$ cat src/hdl/rcd_pkg.sv
package rcd_pkg;
  // divide field width and power-up value (ratio = 2 * field)
  localparam int          DIV_FIELD_W     = 4;
  localparam logic [3:0]  DIV_FIELD_RESET = 4'h8;
  localparam logic [3:0]  DIV_FIELD_MIN   = 4'h1;
  localparam logic [3:0]  DIV_FIELD_MAX   = 4'hF;
  // msb position of divide field inside the 24-bit reference word
  localparam int          REF_WORD_W      = 24;
  localparam int          DIV_FIELD_MSB   = 23;
  // buffer enable bit position in the function word and its reset
  localparam int          BUF_EN_POS      = 4;
  localparam logic        BUF_EN_RESET    = 1'b1;
  // latch select codes in the two lsbs
  localparam logic [1:0]  SEL_REF         = 2'h0;
  localparam logic [1:0]  SEL_FUNC        = 2'h3;
  // half-period counter width
  localparam int          HALF_CNT_W      = 4;
  localparam logic [3:0]  HALF_CNT_RESET  = 4'h0;
endpackage : rcd_pkg

$ cat src/hdl/rcd_ref_clock_divider.sv
// Notes on behaviour
// - oscillator runs while chip enable is high and bypass control is low
// - oscillator runs by default after power-up
// - chip enable low stops the oscillator
// - bypass high selects external cmos reference input
// - divided output has equal high and low
// - only even ratios two through thirty
// - ratio from top four bits of reference word
// - power-up ratio is divide by sixteen
// - output buffer enabled only when enable bit set
// - buffer enable bit is one after power-up
// - chip enable low restores all defaults
// - word shifted msb first, latched on strobe
module rcd_ref_clock_divider (
  input  wire logic clk,
  input  wire logic reset_n,
  input  wire logic clkEn,
  input  wire logic chipEnable,
  input  wire logic crystal_osc_bypass,
  input  wire logic xtalOscIn,
  input  wire logic ref_input_pin,
  input  wire logic serialClk,
  input  wire logic serialData,
  input  wire logic load_strobe,
  output logic      oscRunning,
  output logic      refClk,
  output logic      divided_ref_output,
  output logic      bufferEnabled,
  output logic [3:0] divField
);
  localparam int W = rcd_pkg::HALF_CNT_W;

  logic [rcd_pkg::REF_WORD_W-1:0] shiftWord;
  logic                           sclkPrev;
  logic                           strobePrev;
  logic                           output_buffer_enable_bit;
  logic                           srcPrev;
  logic                           srcEdge;
  logic                           divPhase;
  logic                           halfDone;
  logic [3:0]                     activeField;
  logic [1:0]                     latch_select;
  logic [4:0]                     halfEdges;

  // field to ratio, always even since the lsb is forced to zero
  function automatic logic [4:0] ratio_of(input logic [3:0] f);
    ratio_of = {f, 1'b0};
  endfunction : ratio_of

  // oscillator runs with chip enabled and bypass low; bypass uses pin
  always_ff @(posedge clk or negedge reset_n) begin
    if (!reset_n) begin
      oscRunning <= 1'b1;
      refClk     <= 1'b0;
    end else if (clkEn) begin
      oscRunning <= chipEnable && !crystal_osc_bypass;
      if (!chipEnable) begin
        refClk <= 1'b0;
      end else if (crystal_osc_bypass) begin
        refClk <= ref_input_pin;
      end else begin
        refClk <= xtalOscIn;
      end
    end
  end

  // serial shift, msb first on rising serial clock edge
  always_ff @(posedge clk or negedge reset_n) begin
    if (!reset_n) begin
      shiftWord <= '0;
      sclkPrev  <= 1'b0;
    end else if (clkEn) begin
      sclkPrev <= serialClk;
      if (!chipEnable) begin
        shiftWord <= '0;
      end else if (serialClk && !sclkPrev) begin
        shiftWord <= {shiftWord[rcd_pkg::REF_WORD_W-2:0],
                      serialData};
      end
    end
  end

  assign latch_select = shiftWord[1:0];

  // latch on rising strobe; chip enable low wipes to defaults
  always_ff @(posedge clk or negedge reset_n) begin
    if (!reset_n) begin
      strobePrev               <= 1'b0;
      divField                 <= rcd_pkg::DIV_FIELD_RESET;
      output_buffer_enable_bit <= rcd_pkg::BUF_EN_RESET;
    end else if (clkEn) begin
      strobePrev <= load_strobe;
      if (!chipEnable) begin
        divField                 <= rcd_pkg::DIV_FIELD_RESET;
        output_buffer_enable_bit <= rcd_pkg::BUF_EN_RESET;
      end else if (load_strobe && !strobePrev) begin
        case (latch_select)
          rcd_pkg::SEL_REF: begin
            // a zero field would mean ratio 0, clamp to 2
            divField <= (shiftWord[rcd_pkg::DIV_FIELD_MSB -: 4] == 4'h0)
                        ? rcd_pkg::DIV_FIELD_MIN
                        : shiftWord[rcd_pkg::DIV_FIELD_MSB -: 4];
          end
          rcd_pkg::SEL_FUNC: begin
            output_buffer_enable_bit <=
              shiftWord[rcd_pkg::BUF_EN_POS];
          end
          default: begin
          end
        endcase
      end
    end
  end

  // rising edge of the selected reference drives the divider
  assign srcEdge = refClk && !srcPrev;

  // field changes only take effect at a half boundary, no runt halves
  always_ff @(posedge clk or negedge reset_n) begin
    if (!reset_n) begin
      srcPrev     <= 1'b0;
      activeField <= rcd_pkg::DIV_FIELD_RESET;
    end else if (clkEn) begin
      srcPrev <= refClk;
      if (!chipEnable || (halfDone && srcEdge)) begin
        activeField <= divField;
      end
    end
  end

  rcd_half_counter #(
    .W (W)
  ) u_half (
    .clk      (clk),
    .reset_n  (reset_n),
    .clkEn    (clkEn && (srcEdge || !chipEnable)),
    .run      (chipEnable),
    .halfLen  (activeField),
    .halfDone (halfDone)
  );

  // equal halves of field source cycles each give a 50:50 output
  always_ff @(posedge clk or negedge reset_n) begin
    if (!reset_n) begin
      divPhase <= 1'b0;
    end else if (clkEn) begin
      if (!chipEnable) begin
        divPhase <= 1'b0;
      end else if (srcEdge && halfDone) begin
        divPhase <= ~divPhase;
      end
    end
  end

  // gated output buffer, low when disabled
  always_ff @(posedge clk or negedge reset_n) begin
    if (!reset_n) begin
      divided_ref_output <= 1'b0;
      bufferEnabled      <= rcd_pkg::BUF_EN_RESET;
    end else if (clkEn) begin
      divided_ref_output <= divPhase && output_buffer_enable_bit;
      bufferEnabled      <= output_buffer_enable_bit;
    end
  end

  // source edges seen in the current half, counted apart from the half
  // counter so a wrong terminal compare there cannot hide
  always_ff @(posedge clk or negedge reset_n) begin
    if (!reset_n) begin
      halfEdges <= 5'h00;
    end else if (clkEn) begin
      if (!chipEnable || (srcEdge && halfDone)) begin
        halfEdges <= 5'h00;
      end else if (srcEdge) begin
        halfEdges <= halfEdges + 5'h01;
      end
    end
  end
endmodule : rcd_ref_clock_divider

$ cat src/hdl/rcd_half_counter.sv
// counts source edges for one half period of the divided clock
module rcd_half_counter #(
  parameter int W = 4
) (
  input  wire logic         clk,
  input  wire logic         reset_n,
  input  wire logic         clkEn,
  input  wire logic         run,
  input  wire logic [W-1:0] halfLen,
  output logic              halfDone
);
  logic [W-1:0] count;

  // terminal count reached when count equals half length minus one
  assign halfDone = run && (count == halfLen - W'(1));

  // cleared whenever not running so each restart begins a fresh half
  always_ff @(posedge clk or negedge reset_n) begin
    if (!reset_n) begin
      count <= W'(rcd_pkg::HALF_CNT_RESET);
    end else if (clkEn) begin
      if (!run || halfDone) begin
        count <= W'(rcd_pkg::HALF_CNT_RESET);
      end else begin
        count <= count + W'(1);
      end
    end
  end
endmodule : rcd_half_counter

$ cat config.mk
export PLATFORM = sky130hd
export DESIGN_NAME = rcd_ref_clock_divider
export DESIGN_NICKNAME = d
export VERILOG_FILES = /design/src/hdl/rcd_pkg.sv /design/src/hdl/rcd_ref_clock_divider.sv /design/src/hdl/rcd_half_counter.sv
export SDC_FILE = /design/constraint.sdc
export NUM_CORES = 1
export LEC_CHECK = 0
export BUFFER_PORTS_ARGS = -buffer_cell sky130_fd_sc_hd__buf_2
export CORE_MARGIN = 2
export CORE_UTILIZATION = 45
export CTS_BUF_LIST = sky130_fd_sc_hd__clkbuf_8
export CTS_CLUSTER_DIAMETER = 60
export DETAILED_ROUTE_END_ITERATION = 7
export GPL_TIMING_DRIVEN = 0
export SETUP_SLACK_MARGIN = 0.05
export SLEW_MARGIN = 15
export SYNTH_ARGS = -nofsm -noshare
export SYNTH_HDL_FRONTEND = slang
export SYNTH_SLANG_ARGS = --single-unit
$ cat constraint.sdc
create_clock -name clk -period 1.92 [get_ports clk]
set_clock_uncertainty 0.05 [all_clocks]
set_input_delay 0.192 -clock clk [delete_from_list [all_inputs] [get_ports clk]]
set_output_delay 0.192 -clock clk [all_outputs]
set_load 0.05 [all_outputs]
After elaboration in Yosys (flattened, before gate mapping)
Cells that the tools add are included.
- add/subtract/negate cells: 2
- equal/unequal tests: 7
- muxes and demuxes: 14
- bitwise logic cells: 1
- reductions and logical operators: 23
- operators with widths (cell ; number):
    $mux W24 ; 2
    $mux W4 ; 5
    $ne A2 B1 Y1 const B ; 5
    $logic_and A1 B1 Y1 ; 8
    $mux W1 ; 7
    $reduce_and A2 Y1 ; 3
    $reduce_and A3 Y1 ; 2
    $logic_not A1 Y1 ; 5
    $add A4 B1 Y4 const B ; 1
    $eq A4 B4 Y1 ; 1
    $logic_not A4 Y1 ; 1
    $sub A4 B1 Y4 const B ; 1
    $logic_or A1 B1 Y1 ; 3
    $eq A2 B2 Y1 const B ; 1
    $logic_not A2 Y1 ; 1
    $not A1 Y1 ; 1
- register bits: 45
- output and inout bits: 8
- word-level logic and storage cells: 60

Longest topological paths before layout
Gate-level depths: netlist of run 1.
- word-level depth: 6
- depth in mapped cells: 6

Hierarchy
A second synthesis of run 1 with hierarchy kept.
- cell total of the unflattened synthesis: 160
- area, all modules: 2006.9 um^2
- by module, submodules not included (module ; times used ; cells an instance ; area an instance (um^2) ; sequential area each (um^2)):
    rcd_ref_clock_divider ; 1 ; 126 ; 1704.1 ; 1032.2
    rcd_half_counter ; 1 ; 34 ; 302.8 ; 100.1

Least setup slack after synthesis of run 1
No wires, ideal clock.
- path type: register to register
- start: register activeField[0]
- end: register activeField[2]
- data arrival time: 1.583 ns
- data required time: 1.729 ns
- setup slack: 0.145 ns
- stages on the path, launching flop included: 7
- buffers on the path: 0
- path through: dfrtp_1 > inv_1 > ha_1 > xnor3_1 > and3_1 > a41oi_1 > o211ai_1
- cells in the longest elaborated chain, start to end: 6
- ends and longest elaborated chain (item ; line ; source):
    from (decl) ; rcd_ref_clock_divider.sv:41 ; logic [3:0] activeField;
    from (signal assigned) ; rcd_ref_clock_divider.sv:122 ; activeField <= rcd_pkg::DIV_FIELD_RESET;
    from (signal assigned) ; rcd_ref_clock_divider.sv:126 ; activeField <= divField;
    $sub A4 B1 Y4 ; rcd_half_counter.sv:15 ; assign halfDone = run && (count == halfLen - W'(1));
    $eq A4 B4 Y1 ; rcd_half_counter.sv:15 ;
    $logic_and A1 B1 Y1 ; rcd_half_counter.sv:15 ;
    $logic_and A1 B1 Y1 ; n/a ;
    $logic_or A1 B1 Y1 ; n/a ;
    $reduce_and A2 Y1 (no source line) ; n/a ;
Every way passes these cells.
A chain may end at the register's enable or synchronous reset.

Worst setup path in the final report of run 1
- start: register activeField[0]
- end: register u_half.count[2]
- cells in the longest elaborated chain, start to end: 5
- ends and longest elaborated chain (item ; line ; source):
    $sub A4 B1 Y4 ; rcd_half_counter.sv:15 ;
    $eq A4 B4 Y1 ; rcd_half_counter.sv:15 ;
    $logic_and A1 B1 Y1 ; rcd_half_counter.sv:15 ;
    $logic_or A1 B1 Y1 ; rcd_half_counter.sv:22 ; if (!run || halfDone) begin
    $mux W4 ; rcd_half_counter.sv:22 ;
    to (signal assigned) ; rcd_half_counter.sv:20 ; count <= W'(rcd_pkg::HALF_CNT_RESET);
    to (signal assigned) ; rcd_half_counter.sv:23 ; count <= W'(rcd_pkg::HALF_CNT_RESET);
    to (signal assigned) ; rcd_half_counter.sv:25 ; count <= count + W'(1);
    to (decl) ; rcd_half_counter.sv:12 ; logic [W-1:0] count;
Every way passes these cells.

==> results of run 1 <==
==> stage by stage <==
step | worst slack [ns] | std cells
floorplan | 0.145 | 181
detailed placement | -0.0538 | 250
global route | 0.0165 | 259
global placement | -0.0281 | 250
CTS | 0.121 | 258
finish | 0.129 | 259
==> Yosys cell counts, drive strengths merged (5+ instances only) <==
library cell and count:
nand3 14, clkbuf 5, nand4 5, nand2 17, inv 7, dfstp 5
dfrtp 40, a22o 24, o21ai 11, o211ai 5
==> metal layers <==
layer  track usage (%)  part of all wire (%)
met5                 0                     0
met4              5.45                  0.76
met3              4.64                   3.3
met2              31.0                    51
met1              21.9                    45
==> final cells by class <==
type	instances	area (um^2)
Fill cell	392	2010
Inverter	8	30.0
Clock inverter	2	33.8
Sequential cell	45	1130
Tap cell	52	65.1
Timing Repair Buffer	18	92.6
Multi-Input combinational cell	119	867
Clock buffer	6	82.6
Buffer	9	36.3
==> where the power goes <==
part	switching [W]	total [W]	internal (W)	leakage [nW]
Combinational	0.000565	0.000882	0.000317	0.418
Sequential	0.000128	0.00120	0.00107	0.583
Clock	0.000298	0.000717	0.000419	0.0626
Total	0.000992	0.00280	0.00181	1.06
==> worst max-delay path: cells and delay by family, from the launching register on <==
kind                     cells  cell delay, ns
AO/OA/AOI/OAI                2            0.39
XOR/XNOR                     1            0.25
adder cells (fa/ha/maj)      1            0.33
buffers and inverters        1            0.08
flip-flops                   1            0.42
AND/OR/NAND/NOR              1            0.16
==> registers in the layout (all words and copies together), names as in the netlist <==
signal,count
srcPrev,1
divField,4
refClk,1
bufferEnabled,1
u_half.count,4
divPhase,1
oscRunning,1
strobePrev,1
activeField,4
shiftWord,24
divided_ref_output,1
sclkPrev,1
output_buffer_enable_bit,1
==> timing repair <==
| item | CTS | global route |
|---|---|---|
| hold endpoints to repair | 0 | 0 |
| hold buffers | 0 | 0 |
| cloned | 0 | 0 |
| buffers inserted | 0 | 1 |
| setup endpoints to repair | 4 | 3 |
| pin swaps | 2 | 2 |
| resized for setup | 5 | 1 |
==> worst max path at each step <==
stage,cells after the start,startpoint,to
final,6,activeField[0],u_half.count[2]
after global routing,6,activeField[0],u_half.count[3]
after CTS,6,activeField[1],u_half.count[3]
after detailed placement,6,activeField[0],u_half.count[3]
after global placement,6,activeField[0],u_half.count[3]
after floorplan,6,activeField[0],activeField[2]
==> cell families after synthesis <==
group	share of synthesized area, %
and+or+nand+nor	13.5
AOI/OAI and AO/OA	19.3
xor gates and xnor gates	3.99
buffers and inverters	3.25
DFF	55.5
muxes	3.19
adders and majority gates	1.23
==> flow_summary.ini, run 1 <==
[placed_design]
dpl_cell_area_um2 = 2190
dp_hpwl_um = 2870
place_congestion = 0.848
numPortBuffers = 17

[timing]
period_share_pct = 93.3
max_freq_ghz = 0.558
final_max_slew_viol_count = 0
worst_pin_slew_ns = 0.974
fin_tns_setup_ns = 0
finalSetupViolations = 0
post-route-min-period_ns = 1.79
final_hold_viol_count = 6
rsz0062_at_grt = true
relSlewSlack_pct = 35.0
hold_ws_ns = -0.00448

[power]
irDropWorstVdd_uv = 441
p_total_w = 0.00280
powerDensity_nw_per_um2 = 1190
p_leak_nw = 1.06

[layout]
post-route-util_pct = 53.8
diodes = 0
drive_above_1_share_pct = 22.7
area_growth_pct = 14.7
layout_common_cells = dfrtp_1, a22o_1, buf_2, nand2_1, nand3_1
mostFrequentLayoutCell = dfrtp_1
final_cell_area_um2 = 2340
nets = 218

[die]
die_h_um = 71.3
io_pins = 18
die-area_um2 = 5090
core_um2 = 4350
die_x_um = 71.3
rows = 24
initial_core_util_pct = 46.9

[clocking]
clock-sinks = 45
clkTransAtPathRegs_ns = 0.09
clockBufferDepth = 2
cts-root-buf = clkbuf_8
cts_tree = done
clk_latency_ns = 0.30
cts_max_level = 2
numCtsBuffers = 5

[critical_path]
cp_slowest_stage_delay_ns = 0.42
crit_path_cell_trace = inv_1, ha_1, xor2_2, nand3_4, o2111ai_1, o311ai_1
rr_startpoint = activeField[0]
worstSetupStartpointType = flip-flop
crit_fanout = 7
r2r_cells = 6
crit_arrival_ns = 1.91
cp_slowest_cell = dfrtp_2
rr_endpoint = u_half.count[2]
worstPathRequired_ns = 2.04
crit_type = reg2reg
r2r_setup_slack_ns = 0.13
cp-end-kind = flip-flop

[yosys]
synth-edff-count = 0
yosys_warnings = 0
synth_top_area_share_pct = 49.0
ys_ff_latch = 45
ys_async_sr_fraction_pct = 100
synth_area_um2 = 2040
syn_inst = 181
postSynthNetCount = 193
synth.avg_cell_area_um2 = 11.3
synth_ff_type = dfrtp_1
synth_top_area_cell = dfrtp_1
yosysUniqueCellTypes = 41
netlist_top_cells_area = dfrtp_1, a22o_1, dfstp_2, nand3_1, nand2_1
seq_area_frac_synth_pct = 55.5

[hold_path]
hold_class = in2async

[routing]
dr.pass1.iters = 4
drt_iter0_markers = 62
wl_per_cell_um = 15.8
via_count = 1488
routed_wl_um = 4100
via_per_inst = 5.75
ant_nets = 0
post-route-drc-count = 0

[flow_run]
maxCapViolCount = 0

[status]
status = finished, violations left
violations = negative hold slack

[global_routing]
grt_pass1_vias = 1526
grt_use_total_pct = 17.9
antenna_found_initial = 0
grt_max_degree = 46
grt_first_pass_wirelength_um = 7110
grt_remaining_overflow = 0
Power figures use the tool's default switching activity.
==> run 2, diff against run 1 <==
--- a/config.mk
+++ b/config.mk
@@ -5,12 +5,12 @@
 export SDC_FILE = /design/constraint.sdc
 export NUM_CORES = 1
 export LEC_CHECK = 0
-export BUFFER_PORTS_ARGS = -buffer_cell sky130_fd_sc_hd__buf_2
 export CORE_MARGIN = 2
 export CORE_UTILIZATION = 45
 export CTS_BUF_LIST = sky130_fd_sc_hd__clkbuf_8
 export CTS_CLUSTER_DIAMETER = 60
 export DETAILED_ROUTE_END_ITERATION = 7
+export DONT_BUFFER_PORTS = 1
 export GPL_TIMING_DRIVEN = 0
 export SETUP_SLACK_MARGIN = 0.05
 export SLEW_MARGIN = 15
==> flow_summary.ini, run 2 (synthesized netlist as in run 1, its figures left out) <==
[clocking]
clock-sinks = 45
cts_tree = done
clockBufferDepth = 2
cts-root-buf = clkbuf_8
clkTransAtPathRegs_ns = 0.09
cts_max_level = 2
clk_latency_ns = 0.29
numCtsBuffers = 5

[layout]
area_growth_pct = 14.7
mostFrequentLayoutCell = dfrtp_1
final_cell_area_um2 = 2340
drive_above_1_share_pct = 16.2
largest_reg_flops = 24
nets = 209
layout_common_cells = dfrtp_1, a22o_1, nand2_1, nand3_1, inv_1
diodes = 0
regMostFlops = shiftWord
post-route-util_pct = 53.8

[hold_path]
hold_class = in2reg

[global_routing]
grtUsageMet3_pct = 3.94
grt_util_met2_pct = 31.5
grt_first_pass_wirelength_um = 6890
globalRoute.busiestLayer = met2
grt_use_total_pct = 17.3
grt_max_degree = 46
gr-usage-met1_pct = 20.6
antenna_found_initial = 0
grt_pass1_vias = 1435
grt_remaining_overflow = 0

[placed_design]
dpl_cell_area_um2 = 2110
place_congestion = 0.814
dp_hpwl_um = 2770
numPortBuffers = 0

[timing]
final_max_slew_viol_count = 0
max_freq_ghz = 0.562
relSlewSlack_pct = 55.4
post-route-min-period_ns = 1.78
period_share_pct = 92.6
fin_tns_setup_ns = 0
finalSetupViolations = 0
worst_pin_slew_ns = 0.664
rsz0062_at_grt = true
final_hold_viol_count = 0

[routing]
via_per_inst = 5.73
dr.pass1.iters = 4
routed_wl_um = 4150
wl_per_cell_um = 16.6
drt_iter0_markers = 78
via_count = 1432
ant_nets = 0
post-route-drc-count = 0

[power]
p_sw_w = 0.000993
power_frac_comb_pct = 29.0
irDropWorstVdd_uv = 501
sw_frac_of_total_pct = 35.3
p_int_w = 0.00182
powerDensity_nw_per_um2 = 1200
seqPwrFrac_pct = 45.3
p_leak_nw = 1.03
power_frac_clock_pct = 25.7

[critical_path]
crit_path_cell_trace = inv_1, ha_1, xnor3_2, and3_2, a41oi_1, o211ai_1
worstPathRequired_ns = 2.03
cp_slowest_stage_delay_ns = 0.44
crit_type = reg2reg
crit_fanout = 5
worstSetupStartpointType = flip-flop
crit_arrival_ns = 1.89
cp_slowest_cell = dfrtp_2
cp-end-kind = flip-flop

[die]
io_pins = 18
die-area_um2 = 5090
core_um2 = 4350
die_h_um = 71.3
die_x_um = 71.3
rows = 24
initial_core_util_pct = 46.9

[status]
status = complete, no violations

[flow_run]
maxCapViolCount = 0
-- run 2: cell count changes in the layout (fill, tap and decap cells not counted), sizes merged --
cell / previous run / this run
buf: 22 / 8
dlygate4sd3: 0 / 5
-- run 2: worst max-delay path: cells and delay by family, from the launching register on --
kind	cells	cell delay [ns]
AO/OA/AOI/OAI	2	0.33
adder cells (fa/ha/maj)	1	0.16
XOR/XNOR	1	0.30
buffers and inverters	1	0.09
AND/OR/NAND/NOR	1	0.28
flip-flops	1	0.44
-- run 2: final timing paths --
kind / start / end / slack, ns / cells after the start
max: activeField[0] / activeField[2] / 0.14 / 6
min: chipEnable / refClk / 0.03 / 2
max reg2reg: activeField[0] / activeField[2] / 0.14 / 6
min reg2reg: shiftWord[14] / shiftWord[15] / 0.45 / 1
max in group asynchronous: reset_n / output_buffer_enable_bit / 1.20 / 2
min in group asynchronous: reset_n / u_half.count[1] / 0.34 / 2
-- run 2: metal layers --
layer  vias to the layer above  share of wire [%]
li1                        707                  -
met1                       713                 45
met2                        10                 53
met3                         2                2.2
met4                         0               0.31
met5                         -                  0
-- run 2: stage by stage --
stage	instances	total power (W)	setup slack, ns	hold slack (ns)
CTS	247	0.00272	0.0264	0.0154
finish	250	0.00281	0.142	0.0292
detailed placement	233	0.00194	-0.0202	-0.152
floorplan	181	0.00179	0.145	-0.154
global placement	233	0.00192	-0.0163	-0.152
global route	250	0.00296	0.0349	0.0291
-- run 2: final cells by class --
type | count | area (um^2)
sequential | 45 | 1130
fill | 376 | 2010
multi-input combinational | 119 | 860
inverter | 8 | 30.0
clock buffer | 6 | 82.6
tap | 52 | 65.1
buffer | 9 | 36.3
clock inverter | 2 | 33.8
timing repair buffer | 9 | 100
-- run 2: repair_timing --
action | 4_1_cts | 5_1_grt
endpoints found under the hold margin | 49 | 0
resized for setup | 2 | 3
pin swaps | 1 | 2
endpoints found under the setup margin | 5 | 6
hold buffers | 6 | 0
setup buffers | 0 | 3
-- run 2: power groups by stage --
stage                     registers, W  logic (W)  clock network (W)
final                          0.00127   0.000817           0.000722
after global routing           0.00129   0.000894           0.000782
after CTS                      0.00128   0.000697           0.000740
after detailed placement       0.00130   0.000643                  0
after global placement         0.00129   0.000626                  0
after floorplan                0.00126   0.000533                  0
